--- src/pkg/ssa_pkg.sv ---
// Package of constants and carrier types for the shared SDRAM arbiter
package ssa_pkg;
    localparam int HADDR_W = 22;
    localparam int DATA_W = 32;
    localparam int ROW_W = 11;
    localparam int COL_W = 8;
    localparam int BANK_W = 1;
    localparam int COL_LSB = 2;
    localparam int BANK_LSB = 10;
    localparam int ROW_LSB = 11;
    localparam int BURST_LEN = 8;
    localparam int MEM_CLK_DIV = 1;
    localparam int CLK_MHZ = 100;
    localparam int INIT_WAIT_US = 200;
    localparam int INIT_WAIT_CYC = INIT_WAIT_US * CLK_MHZ;
    localparam int REFRESH_NS = 15600;
    localparam int REFRESH_CYC = REFRESH_NS * CLK_MHZ / 1000;
    localparam int TRP_CYC = 2;
    localparam int TRCD_CYC = 2;
    localparam int TRFC_CYC = 7;
    localparam int CAS_LAT = 2;
    // Read wait covers CAS, model launch and the two dq sync stages
    localparam int RD_WAIT_CYC = CAS_LAT + 3;
    localparam int INIT_REFRESHES = 8;
    localparam logic [11:0] MODE_WORD = 12'h023;
    localparam logic [11:0] A10_ALL = 12'h400;
    localparam logic [15:0] CNT_ZERO = 16'h0000;
    localparam logic [3:0] CMD_NOP = 4'h7;
    localparam logic [3:0] CMD_ACT = 4'h3;
    localparam logic [3:0] CMD_RD = 4'h5;
    localparam logic [3:0] CMD_WR = 4'h4;
    localparam logic [3:0] CMD_PRE = 4'h2;
    localparam logic [3:0] CMD_REF = 4'h1;
    localparam logic [3:0] CMD_MRS = 4'h0;

    typedef enum logic [3:0] {
        SSA_INIT_WAIT, SSA_INIT_PRE, SSA_INIT_REF, SSA_INIT_MRS, SSA_IDLE,
        SSA_ACT, SSA_CMD, SSA_XFER, SSA_PRE, SSA_REF, SSA_WAIT
    } ssa_state_t;

    typedef struct packed {
        logic rd_gnt;
        logic wr_gnt;
        logic [DATA_W-1:0] rdata;
    } ssa_host_rsp_t;

    typedef struct packed {
        logic [3:0] cmd;
        logic [BANK_W-1:0] ba;
        logic [11:0] addr;
        logic [DATA_W-1:0] dq;
        logic dq_oe_n;
        logic clk;
    } ssa_mem_out_t;

    typedef struct packed {
        ssa_state_t st;
        ssa_state_t after;
        logic [15:0] cnt;
        logic [3:0] beat;
        logic [3:0] nref;
        logic [15:0] refc;
        logic ref_due;
        logic hw_pend;
        logic hr_pend;
        logic host_cur;
        logic gfx_cur;
        logic gfx_last;
        logic [HADDR_W-1:0] haddr;
        logic [DATA_W-1:0] hwdata;
        logic [3:0] hbe;
        logic [HADDR_W-1:0] gaddr;
        logic [2:0] sync_cs;
        logic [2:0] sync_cs2;
        logic [2:0] sync_cs3;
        ssa_host_rsp_t rsp;
        logic gfx_valid;
        logic gfx_ack;
        logic [DATA_W-1:0] gfx_data;
        ssa_mem_out_t mem;
    } ssa_state_reg_t;
endpackage

--- src/design/ssa_arbiter.sv ---
// Shared SDRAM controller serving host bus and graphics engine
`timescale 1ns/1ps
module ssa_arbiter (
    input wire logic clock_in,
    input wire logic srst_in,
    input wire logic clk_en_in,
    input wire logic cs_reg_n_in,
    input wire logic cs_mem_n_in,
    input wire logic host_we_in,
    input wire logic [ssa_pkg::HADDR_W-1:0] host_addr_in,
    input wire logic [ssa_pkg::DATA_W-1:0] host_wdata_in,
    input wire logic [3:0] host_be_in,
    input wire logic gfx_req_in,
    input wire logic [ssa_pkg::HADDR_W-1:0] gfx_addr_in,
    input wire logic [ssa_pkg::DATA_W-1:0] mem_dq_in,
    output logic reg_sel_out,
    output ssa_pkg::ssa_host_rsp_t host_rsp_out,
    output logic gfx_ack_out,
    output logic gfx_valid_out,
    output logic [ssa_pkg::DATA_W-1:0] gfx_data_out,
    output ssa_pkg::ssa_mem_out_t mem_out,
    output logic [3:0] mem_dqm_n_out
);
    ssa_pkg::ssa_state_reg_t s_reg;
    ssa_pkg::ssa_state_reg_t s_next;
    logic [ssa_pkg::DATA_W-1:0] dq_s1_reg;
    logic [ssa_pkg::DATA_W-1:0] dq_s2_reg;
    logic [3:0] dqm_reg;
    logic [3:0] dqm_next;
    logic cs_mem_req;
    logic [ssa_pkg::HADDR_W-1:0] cur_addr;

    always_ff @(posedge clock_in)
    begin
        if (srst_in)
        begin
            dq_s1_reg <= '0;
            dq_s2_reg <= '0;
        end
        else if (clk_en_in)
        begin
            dq_s1_reg <= mem_dq_in;
            dq_s2_reg <= dq_s1_reg;
        end
    end

    // select decode
    // Edge taken past the second flop; first flop may be metastable
    assign cs_mem_req = s_reg.sync_cs2[1] & ~s_reg.sync_cs3[1];
    assign cur_addr = s_reg.host_cur ? s_reg.haddr : s_reg.gaddr;

    always_comb
    begin
        s_next = s_reg;
        dqm_next = 4'h0;
        s_next.sync_cs = {host_we_in, ~cs_mem_n_in, ~cs_reg_n_in};
        s_next.sync_cs2 = s_reg.sync_cs;
        s_next.sync_cs3 = s_reg.sync_cs2;
        s_next.rsp.rd_gnt = 1'b0;
        s_next.rsp.wr_gnt = 1'b0;
        s_next.gfx_valid = 1'b0;
        s_next.gfx_ack = 1'b0;
        s_next.mem.cmd = ssa_pkg::CMD_NOP;
        s_next.mem.dq_oe_n = 1'b1;
        s_next.mem.clk = ~s_reg.mem.clk;
        if (s_reg.cnt != ssa_pkg::CNT_ZERO)
            s_next.cnt = s_reg.cnt - 16'h0001;
        if (s_reg.refc == 16'(ssa_pkg::REFRESH_CYC - 1))
        begin
            s_next.refc = ssa_pkg::CNT_ZERO;
            s_next.ref_due = 1'b1;
        end
        else
            s_next.refc = s_reg.refc + 16'h0001;
        if (cs_mem_req && s_reg.sync_cs2[2] && !s_reg.hw_pend
            && !s_reg.hr_pend)
        begin
            s_next.hw_pend = 1'b1;
            s_next.haddr = host_addr_in;
            s_next.hwdata = host_wdata_in;
            s_next.hbe = host_be_in;
            s_next.rsp.wr_gnt = 1'b1;
        end
        else if (cs_mem_req && !s_reg.sync_cs2[2] && !s_reg.hw_pend
                 && !s_reg.hr_pend)
        begin
            s_next.hr_pend = 1'b1;
            s_next.haddr = host_addr_in;
        end
        case (s_reg.st)
            ssa_pkg::SSA_INIT_WAIT:
                if (s_reg.cnt == ssa_pkg::CNT_ZERO)
                begin
                    s_next.mem.cmd = ssa_pkg::CMD_PRE;
                    s_next.mem.addr = ssa_pkg::A10_ALL;
                    s_next.cnt = 16'(ssa_pkg::TRP_CYC);
                    s_next.st = ssa_pkg::SSA_INIT_PRE;
                end
            ssa_pkg::SSA_INIT_PRE:
                if (s_reg.cnt == ssa_pkg::CNT_ZERO)
                    s_next.st = ssa_pkg::SSA_INIT_REF;
            ssa_pkg::SSA_INIT_REF:
                if (s_reg.cnt == ssa_pkg::CNT_ZERO)
                begin
                    if (s_reg.nref == 4'(ssa_pkg::INIT_REFRESHES))
                    begin
                        s_next.mem.cmd = ssa_pkg::CMD_MRS;
                        s_next.mem.addr = ssa_pkg::MODE_WORD;
                        s_next.cnt = 16'(ssa_pkg::TRP_CYC);
                        s_next.st = ssa_pkg::SSA_INIT_MRS;
                    end
                    else
                    begin
                        s_next.mem.cmd = ssa_pkg::CMD_REF;
                        s_next.nref = s_reg.nref + 4'h1;
                        s_next.cnt = 16'(ssa_pkg::TRFC_CYC);
                    end
                end
            ssa_pkg::SSA_INIT_MRS:
                if (s_reg.cnt == ssa_pkg::CNT_ZERO)
                    s_next.st = ssa_pkg::SSA_IDLE;
            ssa_pkg::SSA_IDLE:
            begin
                if (s_reg.ref_due)
                begin
                    s_next.ref_due = 1'b0;
                    s_next.mem.cmd = ssa_pkg::CMD_REF;
                    s_next.cnt = 16'(ssa_pkg::TRFC_CYC);
                    s_next.st = ssa_pkg::SSA_WAIT;
                end
                else if (gfx_req_in && !(s_reg.gfx_last
                         && (s_reg.hw_pend || s_reg.hr_pend)))
                begin
                    s_next.gfx_ack = 1'b1;
                    s_next.gaddr = gfx_addr_in;
                    s_next.gfx_cur = 1'b1;
                    s_next.host_cur = 1'b0;
                    s_next.gfx_last = 1'b1;
                    s_next.st = ssa_pkg::SSA_ACT;
                end
                else if (s_reg.hw_pend || s_reg.hr_pend)
                begin
                    s_next.host_cur = 1'b1;
                    s_next.gfx_cur = 1'b0;
                    s_next.gfx_last = 1'b0;
                    s_next.st = ssa_pkg::SSA_ACT;
                end
            end
            ssa_pkg::SSA_ACT:
            begin
                s_next.mem.cmd = ssa_pkg::CMD_ACT;
                s_next.mem.ba = cur_addr[ssa_pkg::BANK_LSB];
                s_next.mem.addr = {1'b0, cur_addr[ssa_pkg::HADDR_W-1:
                                   ssa_pkg::ROW_LSB]};
                s_next.cnt = 16'(ssa_pkg::TRCD_CYC);
                s_next.st = ssa_pkg::SSA_CMD;
            end
            ssa_pkg::SSA_CMD:
                if (s_reg.cnt == ssa_pkg::CNT_ZERO)
                begin
                    s_next.mem.addr = {4'h0, cur_addr[ssa_pkg::BANK_LSB-1:
                                       ssa_pkg::COL_LSB]};
                    if (s_reg.host_cur && s_reg.hw_pend)
                    begin
                        s_next.mem.cmd = ssa_pkg::CMD_WR;
                        s_next.mem.dq = s_reg.hwdata;
                        s_next.mem.dq_oe_n = 1'b0;
                        dqm_next = ~s_reg.hbe;
                        s_next.beat = 4'h1;
                    end
                    else
                    begin
                        s_next.mem.cmd = ssa_pkg::CMD_RD;
                        s_next.beat = s_reg.gfx_cur ?
                            4'(ssa_pkg::BURST_LEN) : 4'h1;
                    end
                    s_next.cnt = 16'(ssa_pkg::RD_WAIT_CYC);
                    s_next.st = ssa_pkg::SSA_XFER;
                end
            ssa_pkg::SSA_XFER:
                if (s_reg.cnt == ssa_pkg::CNT_ZERO)
                begin
                    if (s_reg.host_cur && s_reg.hw_pend)
                    begin
                        s_next.hw_pend = 1'b0;
                        s_next.st = ssa_pkg::SSA_PRE;
                    end
                    else if (s_reg.host_cur)
                    begin
                        s_next.rsp.rdata = dq_s2_reg;
                        s_next.rsp.rd_gnt = 1'b1;
                        s_next.hr_pend = 1'b0;
                        s_next.st = ssa_pkg::SSA_PRE;
                    end
                    else
                    begin
                        s_next.gfx_data = dq_s2_reg;
                        s_next.gfx_valid = 1'b1;
                        s_next.beat = s_reg.beat - 4'h1;
                        if (s_reg.beat == 4'h1)
                            s_next.st = ssa_pkg::SSA_PRE;
                    end
                end
            ssa_pkg::SSA_PRE:
            begin
                s_next.mem.cmd = ssa_pkg::CMD_PRE;
                s_next.mem.addr = ssa_pkg::A10_ALL;
                s_next.cnt = 16'(ssa_pkg::TRP_CYC);
                s_next.st = ssa_pkg::SSA_WAIT;
            end
            ssa_pkg::SSA_WAIT:
                if (s_reg.cnt == ssa_pkg::CNT_ZERO)
                    s_next.st = ssa_pkg::SSA_IDLE;
            default:
                s_next.st = ssa_pkg::SSA_IDLE;
        endcase
    end

    always_ff @(posedge clock_in)
    begin
        if (srst_in)
        begin
            s_reg <= '0;
            s_reg.st <= ssa_pkg::SSA_INIT_WAIT;
            s_reg.cnt <= 16'(ssa_pkg::INIT_WAIT_CYC);
            s_reg.mem.cmd <= ssa_pkg::CMD_NOP;
            s_reg.mem.dq_oe_n <= 1'b1;
            dqm_reg <= 4'h0;
        end
        else if (clk_en_in)
        begin
            s_reg <= s_next;
            dqm_reg <= dqm_next;
        end
    end

    assign reg_sel_out = s_reg.sync_cs2[0];
    assign host_rsp_out = s_reg.rsp;
    assign gfx_ack_out = s_reg.gfx_ack;
    assign gfx_valid_out = s_reg.gfx_valid;
    assign gfx_data_out = s_reg.gfx_data;
    assign mem_out = s_reg.mem;
    assign mem_dqm_n_out = dqm_reg;

    chk_read_stall: assert property (@(posedge clock_in) disable iff (srst_in)
        host_rsp_out.rd_gnt |-> $past(s_reg.hr_pend))
        else $error("read answered with no pending read");
    chk_write_ack: assert property (@(posedge clock_in) disable iff (srst_in)
        host_rsp_out.wr_gnt |-> s_reg.hw_pend)
        else $error("write ack without buffered write");
    // no second graphics grant over waiting host
    chk_host_bound: assert property (@(posedge clock_in) disable iff (srst_in)
        (gfx_ack_out && $past(s_reg.gfx_last) && $past(s_reg.st)
         == ssa_pkg::SSA_IDLE) |-> !$past(s_reg.hw_pend || s_reg.hr_pend))
        else $error("host starved by two graphics bursts");
    chk_ref_idle: assert property (@(posedge clock_in) disable iff (srst_in)
        (clk_en_in && s_reg.st == ssa_pkg::SSA_XFER) |=>
        mem_out.cmd != ssa_pkg::CMD_REF)
        else $error("refresh inside a burst");
    chk_gfx_burst: assert property (@(posedge clock_in) disable iff (srst_in)
        (mem_out.cmd == ssa_pkg::CMD_RD && s_reg.gfx_cur) |->
        s_reg.beat == 4'(ssa_pkg::BURST_LEN))
        else $error("graphics read not a burst of eight");
    chk_init_quiet: assert property (@(posedge clock_in) disable iff (srst_in)
        s_reg.st == ssa_pkg::SSA_INIT_WAIT |->
        mem_out.cmd == ssa_pkg::CMD_NOP)
        else $error("command issued during power-up wait");
endmodule

--- config.mk ---
export PLATFORM = sky130hd
export DESIGN_NAME = ssa_arbiter
export DESIGN_NICKNAME = d
export VERILOG_FILES = /design/src/pkg/ssa_pkg.sv /design/src/design/ssa_arbiter.sv
export SDC_FILE = /design/constraint.sdc
export NUM_CORES = 1
export LEC_CHECK = 0
export BUFFER_PORTS_ARGS = -buffer_cell sky130_fd_sc_hd__buf_2
export CAP_MARGIN = 25
export CORE_ASPECT_RATIO = 0.6
export CORE_MARGIN = 4
export CORE_UTILIZATION = 60
export CTS_CLUSTER_SIZE = 10
export DETAILED_ROUTE_END_ITERATION = 10
export PLACE_DENSITY = 0.89
export SLEW_MARGIN = 20
export SYNTH_ARGS = -nofsm -noshare
export SYNTH_HDL_FRONTEND = slang
export SYNTH_SLANG_ARGS = --single-unit
--- constraint.sdc ---
create_clock -name clock_in -period 3.6 [get_ports clock_in]
set_input_delay 0.72 -clock clock_in [delete_from_list [all_inputs] [get_ports clock_in]]
set_output_delay 0.72 -clock clock_in [all_outputs]
set_load 0.05 [all_outputs]
== Yosys cells after proc, flatten, opt, wreduce, memory -nomap -nowiden ==
Cells that the tools add are included.
Storage, ports and cells
  register bits after elaboration: 325
  bits in latches: 0
  bits in writable memories: 0
  ROM bits: 0
  bits of input ports: 119
  output and inout bits: 124
  word-level logic and storage cells: 178
  memories: 0
Operators by class
  add/sub/neg operators: 4
  multiply operators: 0
  divide/modulo/power cells: 0
  order comparisons: 0
  equal/unequal tests: 23
  shift-type cells: 0
  muxes and demuxes: 73
  bitwise operators: 10
  reduce and logical (&&, ||, !) cells: 35
Operator list (number)
  $mux W4: 21
  $mux W16: 5
  $pmux W16 S5: 1
  $mux W22: 3
  $pmux W12 S5: 1
  $mux W45: 1
  $mux W12: 3
  $pmux W4 S9: 1
  $mux W33: 1
  $mux W1: 24
  $pmux W4 S6: 1
  $mux W20: 1
  $mux W3: 6
  $add A16 B1 Y16 const B: 1
  $eq A16 B11 Y1 const B: 1
  $eq A4 B3 Y1 const B: 4
  $logic_not A16 Y1: 1
  $ne A2 B2 Y1 const B: 8
  $reduce_and A4 Y1: 4
  $reduce_bool A16 Y1: 1
  $sub A16 B1 Y16 const B: 1
  $eq A4 B4 Y1 const B: 3
  $reduce_and A6 Y1: 2
  $reduce_and A10 Y1: 1
  other kinds (20): 49

== Logic depth before layout (Yosys ltp) ==
Gate-level depths: netlist (run 1).
  word-level depth: 11
  mapped depth: 13

== Worst setup path before layout (run 1) ==
OpenSTA, ideal clock, no wires.
  path type: register to register
  start point: reg s_reg[238] (netlist name)
  end point: reg s_reg[238] (netlist name)
  library setup time: 0.124 ns
  data arrival time: 2.226 ns
  slack: 1.250 ns
  stages on the path, launching flop included: 14
  buffers on the path: 2
  period minus slack after synthesis: 2.350 ns
  cell sequence: dfxtp_1 > inv_1 > ha_1 > nor3b_1 > and4_1 > buf_4 > inv_2 > buf_1 > ha_1 > nand3b_1 > o21ai_0 > o22ai_1 > a221oi_1 > a21oi_1
On the way
  longest elaborated chain between the ends: 4
Ends and longest elaborated chain
  start: declaration: line ssa_arbiter.sv:24  | ssa_pkg::ssa_state_reg_t s_reg;
  start signal: assignment: line ssa_arbiter.sv:232  | s_reg <= s_next;
  $sub A16 B1 Y16 or $reduce_bool A16 Y1 (tied branches): line ssa_arbiter.sv:67, ssa_arbiter.sv:66
  $mux W16: line ssa_arbiter.sv:66  | if (s_reg.cnt != ssa_pkg::CNT_ZERO)
  $mux W20 (tied with other cells): line ssa_arbiter.sv:159  | if (s_reg.cnt == ssa_pkg::CNT_ZERO)
  $pmux W16 S5 (*): line ssa_arbiter.sv:90  | case (s_reg.st)
Mark *: on every way between the ends. The rest lies on a longest branch, timed or not. The select of a mux whose other input is x is not followed.
A chain may end at the register's enable or synchronous reset.

== Final worst setup path (run 1) ==
  start point: reg s_reg[260] (netlist name)
  end point: reg s_reg (netlist bit host_rsp_out[7])
On the way
  longest elaborated chain between the ends: 2
Ends and longest elaborated chain (line)
  $eq A4 B3 Y1: ssa_arbiter.sv:90
  $reduce_and A5 Y1 (no source line)
Every way passes these cells.

==> results.yml, run 1 <==
synthesis:
  ys_types: 65
  synth_compound_area_share_pct: 10.8
  yosys_most_used_dff: "dfxtp_1"
  synth_edf_count: 0
  synthMuxAreaShare_pct: 9.39
  synth_area_um2: 13400
  synth-simple-area-share_pct: 18.9
  async_flop_share_pct: 0
  synth-adder-area-share_pct: 0.842
  yosysSeqAreaShare_pct: 47.4
  syn_inst: 1561
  synthXorXnorAreaFrac_pct: 2.03
  postSynthRegisterBits: 317
  syn_area_per_cell_um2: 8.57
  yosys_warnings: 0
  synth_top_family_by_area: "simple AND/OR/NAND/NOR gates"
sta:
  finalSetupTns_ps: 0
  finalHoldViolCount: 0
  finClkSkew_ps: 29.9
  setup_viol: 0
  fin_crit_sh_pct: 78.6
  whs_ps: 413
  slew_viol_final: 0
  timing.final.crit_period_ps: 2830
  slew_headroom_pct: 38.4
  worst_slew_pin_slew_ps: 922
  clock.fmax_ghz: 0.353
  rsz0062_at_grt: "false"
clocking:
  post_cts_buffers: 0
  root_buffer: "clkbuf_16"
  numClockSinks: 317
  cts_hold_buffers: 0
  cts_buffers: 37
  cts_resized: 0
  cts_tree: "yes"
  path_clk_slew_ps: 50
  htreeDepth: 2
  clk_path_buf_depth: 3
  clk-insertion-delay-late_ps: 520
global_routing:
  grt_util_all_layers_pct: 25.4
  grt_pass1_wl_um: 52600
  grt-ovfl-total: 0
  grt_pass1_vias: 10500
  grt_max_degree: 117
  antenna_found_initial: 6
placed_design:
  gp_congestion: 0.936
  portBuffers: 236
  place_hpwl_um: 21800
  dpl_cell_area_um2: 13700
  dp.cells: 1875
critical_path:
  cp_data_required_time_ps: 3960
  regToRegSetupSlack_ps: 770
  timing.rr.start: "s_reg[260]"
  r2r_cells: 5
  cp-end-kind: "flop"
  crit_type: "reg -> reg"
  path_max_fanout: 34
  r2r_end: "host_rsp_out[7]"
  cp.arrival_ps: 3190
  start_kind: "flop"
finish:
  largest_reg_flops: 126
  fin_area_um2: 14700
  area_delta_synth_final_pct: 9.93
  nNetsFinal: 1763
  fin_cells: 1922
  drive_gt1_share_pct: 19.6
  post-route-util_pct: 68.6
drt:
  dr.pass1.iters: 5
  drt-initial-drc-count: 900
  ant_nets: 0
  wl_per_cell_um: 17.0
  route.vias.total: 10800
  drc: 0
  totalWireLength_um: 32700
  drt-vias-per-instance: 5.64
floorplan:
  die_y_um: 124
  core_um2: 21400
  ioPinCount: 243
  rows: 41
  start_util_pct: 62.4
  die_w_um: 201
  die_area_um2: 24800
worst_hold_path:
  hold_depth: 2
  min-delay-start: "cs_mem_n_in"
  worst_hold_path.endpoint: "s_next[123]"
  hp-class: "in -> reg"
pwr:
  p_leak_uw: 0.00580
  powerDensity_nw_per_um2: 480
  ir_worst_vdd_mv: 0.347
outcome:
  outcome: "finished clean"
job:
  maxCapViolCount: 0
## power by group
group	leakage, µW	total, µW	switching, µW	internal (µW)
Combinational	0.00276	322	190	131
Sequential	0.00257	3610	44.1	3570
Clock	0.000469	3130	1310	1830
Total	0.00580	7070	1540	5520
## per-stage QoR
step                      worst slack, ps  total power (µW)
after CTS                             818              7130
after detailed placement              724              4000
after global routing                  617              7330
final                                 770              7070
after floorplan                      1250              3890
after global placement                759              3980
## per-layer routing
metal | up-vias | GRT usage [%] | routed length (µm)
li1 | 5242 | - | -
met1 | 5085 | 34.4 | 14600
met2 | 451 | 40.2 | 14600
met3 | 68 | 6.79 | 2750
met4 | 2 | 8.51 | 709
met5 | - | 0 | 7
## logic make-up (layout without fill, tap and decap cells)
group | Yosys count | count (layout)
multiplexers | 125 | 125
adder cells (fa/ha/maj) | 9 | 9
buffers and inverters | 235 | 311
AO/OA/AOI/OAI | 256 | 256
XOR/XNOR | 31 | 31
AND/OR/NAND/NOR | 587 | 587
other | 1 | 7
flip-flops | 317 | 317
## critical path, stage by stage, from the launching register on
cell and delay (ps):
dfxtp_1 780, nand4b_1 630, nor4_4 310, buf_4 580, mux2i_1 290, nor2_1 50
## how the worst max path moves through the flow
stage	startpoint	endpoint	slack, ps	depth (start not counted)
6_report	s_reg[260]	host_rsp_out[7]	770	5
5_1_grt	s_reg[260]	host_rsp_out[7]	620	5
4_1_cts	s_reg[260]	host_rsp_out[26]	820	5
3_5_place_dp	clk_en_in	mem_out[34]	720	6
3_3_place_gp	clk_en_in	mem_out[35]	760	6
2_1_floorplan	s_reg[238]	s_reg[238]	1250	13
## cells in the mapped netlist (all sizes together) (3+ instances only)
| library cell | count | area (µm²) |
|---|---|---|
| nand3 | 19 | 95.1 |
| buf | 158 | 1120 |
| o21a | 4 | 30.0 |
| nand2b | 3 | 18.8 |
| ha | 9 | 113 |
| inv | 12 | 45.0 |
| or4 | 4 | 33.8 |
| or3 | 5 | 36.3 |
| xor2 | 11 | 96.3 |
| o31ai | 4 | 30.0 |
| nor2 | 157 | 589 |
| nand2 | 311 | 1170 |
| o21ai | 31 | 159 |
| nand4 | 12 | 75.1 |
| nor3b | 3 | 22.5 |
| mux2 | 4 | 45.0 |
| and2 | 5 | 31.3 |
| o2bb2ai | 4 | 35.0 |
| o311ai | 4 | 35.0 |
| o22ai | 4 | 25.0 |
| nand3b | 6 | 45.0 |
| xnor2 | 20 | 175 |
| or2 | 8 | 50.1 |
| clkbuf | 64 | 240 |
| nor3 | 26 | 135 |
| dfxtp | 317 | 6350 |
| a21oi | 175 | 883 |
| and4 | 4 | 35.0 |
| o32ai | 6 | 52.6 |
| nor4 | 17 | 134 |
| a221oi | 3 | 26.3 |
| mux2i | 121 | 1210 |
| a31oi | 4 | 25.0 |
| a211oi | 4 | 30.0 |
## placed cells by master (no fill, tap or decap), drive strengths merged, types with 5 or more instances in the layout
cell type,Yosys,layout
a21oi,175,175
and2,5,5
buf,158,255
clkbuf,64,41
dfxtp,317,317
diode,0,5
ha,9,9
inv,12,14
mux2i,121,121
nand2,311,311
nand3,19,19
nand3b,6,6
nand4,12,12
nor2,157,157
nor3,26,26
nor4,17,17
o21ai,31,31
o32ai,6,6
or2,8,8
or3,5,5
xnor2,20,20
xor2,11,11
## cell type report
type / count / area (µm²)
timing repair buffer: 256 / 1360
tap: 279 / 349
clock buffer: 40 / 937
antenna: 5 / 12.5
fill: 1655 / 6740
sequential: 317 / 6350
inverter: 13 / 48.8
clock inverter: 2 / 17.5
multi-input combinational: 1010 / 5640
Power figures use the tool's default switching activity.
==> inputs of run 2 (changes only) <==
- CORE_UTILIZATION: 60 -> 50
- PLACE_DENSITY: 0.89 -> 0.8
- clock period: 3.6 -> 2.4 ns (I/O delays scaled with it)
==> run 2 against run 1 <==
  * Register-to-register slack got worse by 660 ps
  * Global-route usage fell by 3.9 points
  * Largest power group unchanged
  * Fmax rose by 23%
  * Sequential power rose by 50%
  * Clock-buffer cell count fell by 2
==> results.yml, run 2 (synthesis gave the netlist of run 1 again) <==
outcome:
  outcome: "finished clean"
clocking:
  clk-insertion-delay-late_ps: 530
  htreeDepth: 2
  clk_path_buf_depth: 3
  cts_buffers: 37
  cts_hold_buffers: 0
  cts_tree: "yes"
  path_clk_slew_ps: 60
  root_buffer: "clkbuf_16"
  numClockSinks: 317
drt:
  drc: 0
  drt-vias-per-instance: 5.38
  dr_wl_met2_um: 14800
  top_layer: "met5"
  route.met3.wl_um: 2630
  drt-initial-drc-count: 941
  wl_per_cell_um: 16.5
  totalWireLength_um: 33300
  m1WireLength_um: 15100
  route.vias.total: 10900
  ant_nets: 0
  dr.pass1.iters: 6
worst_hold_path:
  hold_depth: 2
  min-delay-start: "cs_reg_n_in"
  hp-class: "in -> reg"
  worst_hold_path.endpoint: "s_next[122]"
finish:
  largest_reg_flops: 126
  mostFrequentLayoutCells: "dfxtp_1 (317), nand2_1 (311), buf_2 (234), a21oi_1 (172), nor2_1 (156)"
  fin_cells: 2023
  area_delta_synth_final_pct: 13.4
  nNetsFinal: 1787
  register_area_um2: 6350
  nFillCells: 2356
  drive_gt1_share_pct: 21.3
  multi_input_area_um2: 5680
  final_common_cell: "dfxtp_1"
critical_path:
  start_kind: "flop"
  r2r_cells: 11
  cp-end-kind: "flop"
  timing.critical_path.slowest_cell_delay_ps: 320
  timing.rr.start: "s_reg[239]"
  path_max_fanout: 8
  cp_slowest_cell: "dfxtp_1"
  r2r_end: "s_reg[238]"
  regToRegSetupSlack_ps: 110
  cp.arrival_ps: 2700
  cp_data_required_time_ps: 2810
  cp_cell_sequence: "inv_1, ha_1, nor3b_2, and4_1, inv_2, ha_1, nand3b_1, o21ai_0, o22ai_1, a221oi_1, a21oi_1"
  cp_common_cell: "ha_1"
  crit_type: "reg -> reg"
sta:
  final.setup.worst_slack_ps: 106
  finClkSkew_ps: 16.6
  finalHoldViolCount: 0
  fin_crit_sh_pct: 95.6
  whs_ps: 144
  worst_slew_pin_slew_ps: 970
  clock.fmax_ghz: 0.436
  slew_viol_final: 0
  setup_viol: 0
  timing.final.crit_period_ps: 2290
  slew_headroom_pct: 35.4
  rsz0062_at_grt: "false"
pwr:
  p_leak_uw: 0.00598
  powerDensity_nw_per_um2: 709
  ir_worst_vdd_mv: 0.508
global_routing:
  grt_pass1_vias: 10300
  grt-ovfl-total: 0
  grt_util_all_layers_pct: 21.6
  grt_max_degree: 82
  antenna_found_initial: 3
  grt_pass1_wl_um: 52600
placed_design:
  portBuffers: 236
  dp_slack_ps: -33.3
  gp_congestion: 0.936
  dp.cells: 1977
  place_hpwl_um: 22400
floorplan:
  die_y_um: 135
  core_um2: 26400
  ioPinCount: 243
  die_w_um: 219
  rows: 46
  start_util_pct: 50.7
  die_area_um2: 29500
job:
  maxCapViolCount: 0
## run 2: area by class of cell
class                           instances  share of cell area [%]
Antenna cell                            2                  0.0330
Clock buffer                           38                    6.27
Clock inverter                          3                   0.272
Inverter                               13                   0.322
Multi-Input combinational cell       1010                    37.4
Sequential cell                       317                    41.8
Tap cell                              360                    2.97
Timing Repair Buffer                  280                    10.9
## run 2: report_power, final
part,internal [µW],total [µW],switching (µW)
Clock,2810,4830,2030
Sequential,5350,5410,61.7
Combinational,212,503,292
Total,8370,10800,2380
## run 2: critical path: cells and delay by family (launching register included)
kind / cells / cell delay [ps]
buffers and inverters: 2 / 270
DFF: 1 / 320
and+or+nand+nor: 3 / 520
adders and majority gates: 2 / 520
AOI/OAI and AO/OA: 4 / 560
## run 2: worst max-delay path by stage
stage,startpoint,endpoint,slack [ps]
floorplan,s_reg[238],s_reg[238],50
global placement,clk_en_in,mem_out[34],60
detailed placement,clk_en_in,mem_out[35],-30
CTS,s_reg[239],s_reg[236],10
global route,s_reg[239],s_reg[238],20
finish,s_reg[239],s_reg[238],110
## run 2: stage by stage
| stage | setup TNS [ps] | instance area (µm²) | total power (µW) | utilization, % |
|---|---|---|---|---|
| final | 0 | 15200 | 10800 | 57.5 |
| after global routing | 0 | 15200 | 11100 | 57.5 |
| after CTS | 0 | 15100 | 10900 | 57.3 |
| after detailed placement | -51.5 | 14100 | 6020 | 53.5 |
| after global placement | 0 | 14100 | 6000 | 53.5 |
| after floorplan | 0 | 13400 | 5830 | - |
## run 2: timing repair
action / 4_1_cts / 5_1_grt
resized for setup: 1 / 11
endpoints found under the setup margin: 9 / 81
buffers inserted: 0 / 2
cloned: 0 / 1
pin swaps: 0 / 1
hold endpoints to repair: 0 / 0
## run 2: layer usage
metal / up-vias / global-route usage, %
li1: 5308 / -
met1: 5109 / 30.5
met2: 402 / 33.5
met3: 64 / 4.50
met4: 2 / 6.42
met5: - / 0
==> inputs of run 3 (changes only) <==
- PLACE_DENSITY: 0.8 -> 0.73
==> run 3 against run 2 <==
  * Largest power group unchanged
  * Clock power shrank 2%
  * Global-route usage fell by 0.67 points
  * Combinational power hardly changed
  * Largest cell class unchanged
  * Critical path type unchanged
  * Sequential share of layout area increased by 0.23 points
  * Utilization is 0.31 points lower
  * Fmax increased by 1.8%
==> results.yml, run 3 (synthesis gave the netlist of run 1 again) <==
global_routing:
  met1_usage_pct: 30.2
  grt_pass1_vias: 9960
  grt_util_all_layers_pct: 20.9
  busiest_layer: "met2"
  grt-ovfl-total: 0
  grt_pass1_wl_um: 51000
  antenna_found_initial: 2
  use_met2_pct: 31.7
  grt_max_degree: 81
  use_met3_pct: 4.90
sta:
  setup_viol: 0
  whs_ps: 150
  clock.fmax_ghz: 0.444
  finClkSkew_ps: 25.9
  final.setup.worst_slack_ps: 147
  worst_slew_pin_slew_ps: 673
  slew_viol_final: 0
  finalSetupTns_ps: 0
  fin_crit_sh_pct: 93.9
  slew_headroom_pct: 55.1
  finalHoldViolCount: 0
  rsz0062_at_grt: "false"
  timing.final.crit_period_ps: 2250
floorplan:
  die_y_um: 135
  core_um2: 26400
  die_area_um2: 29500
  die_w_um: 219
  start_util_pct: 50.7
  ioPinCount: 243
  rows: 46
clocking:
  numClockSinks: 317
  clk-insertion-delay-late_ps: 520
  root_buffer: "clkbuf_16"
  htreeDepth: 2
  path_clk_slew_ps: 60
  cts_buffers: 37
  post_cts_buffers: 0
  cts_tree: "yes"
  clk_path_buf_depth: 3
drt:
  route.vias.total: 10500
  totalWireLength_um: 31900
  drt-initial-drc-count: 859
  dr.pass1.iters: 5
  drt-vias-per-instance: 5.22
  drc: 0
  wl_per_cell_um: 15.8
  ant_nets: 0
critical_path:
  cp_data_required_time_ps: 2790
  cp.arrival_ps: 2650
  crit_type: "reg -> reg"
  start_kind: "flop"
  path_max_fanout: 34
  cp-end-kind: "flop"
placed_design:
  portBuffers: 236
  place_hpwl_um: 21900
  dp_slack_ps: 50.7
  gp_congestion: 0.914
finish:
  drive_gt1_share_pct: 20.9
  area_delta_synth_final_pct: 12.8
  final_common_cell: "dfxtp_1"
  largest_reg_flops: 126
  mostFrequentLayoutCells: "dfxtp_1 (317), nand2_1 (311), buf_2 (234), a21oi_1 (173), nor2_1 (156)"
  nNetsFinal: 1782
pwr:
  ir_worst_vdd_mv: 0.480
  powerDensity_nw_per_um2: 707
  power_uw: 10700
  p_leak_uw: 0.00594
worst_hold_path:
  hp-class: "in -> reg"
job:
  maxCapViolCount: 0
outcome:
  outcome: "finished clean"
[run 3: worst max-delay path, cell delays in order, from the launching register on]
cell and delay, ps:
dfxtp_1 340, nor4_1 420, and4_1 300, inv_2 120, nor4_4 310, buf_12 300, mux2i_1 250, nor2_1 50
[run 3: cell type report]
type / instances / area, µm²
repair buffers: 275 / 1610
diodes: 1 / 2.50
clock buffers: 39 / 943
clock inverters: 2 / 17.5
fillers: 2420 / 11300
well taps: 360 / 450
multi-input cells: 1010 / 5660
flip-flops and latches: 317 / 6350
inverters: 13 / 48.8
[run 3: stage by stage]
stage	instance area [µm²]	instances	util, %
final	15100	2017	57.2
after CTS	15100	2016	57.1
after detailed placement	14100	1975	53.5
after global placement	14100	1975	53.5
after global routing	15100	2017	57.2
after floorplan	13400	1562	-
[run 3: layer usage]
layer	up-vias	wire length (µm)
li1	5275	-
met1	4931	15200
met2	282	14100
met3	48	2110
met4	2	515
met5	-	13
[run 3: repair_timing]
item / CTS / global route
setup endpoints to repair: 0 / 41
hold buffers: 0 / 0
gates resized for setup: 0 / 5
endpoints found under the hold margin: 0 / 0
[run 3: power by group]
part	switching, µW	internal (µW)	total, µW
clock network	1990	2760	4750
logic	286	214	500
registers	62.3	5350	5410
total	2340	8330	10700
[run 3: final timing paths]
kind,startpoint,endpoint,slack [ps],depth (start not counted)
max,s_reg[248],host_rsp_out[21],150,7
min,cs_mem_n_in,s_next[123],150,2
max reg2reg,s_reg[248],host_rsp_out[21],150,7
min reg2reg,gfx_data_out[9],gfx_data_out[9],450,2
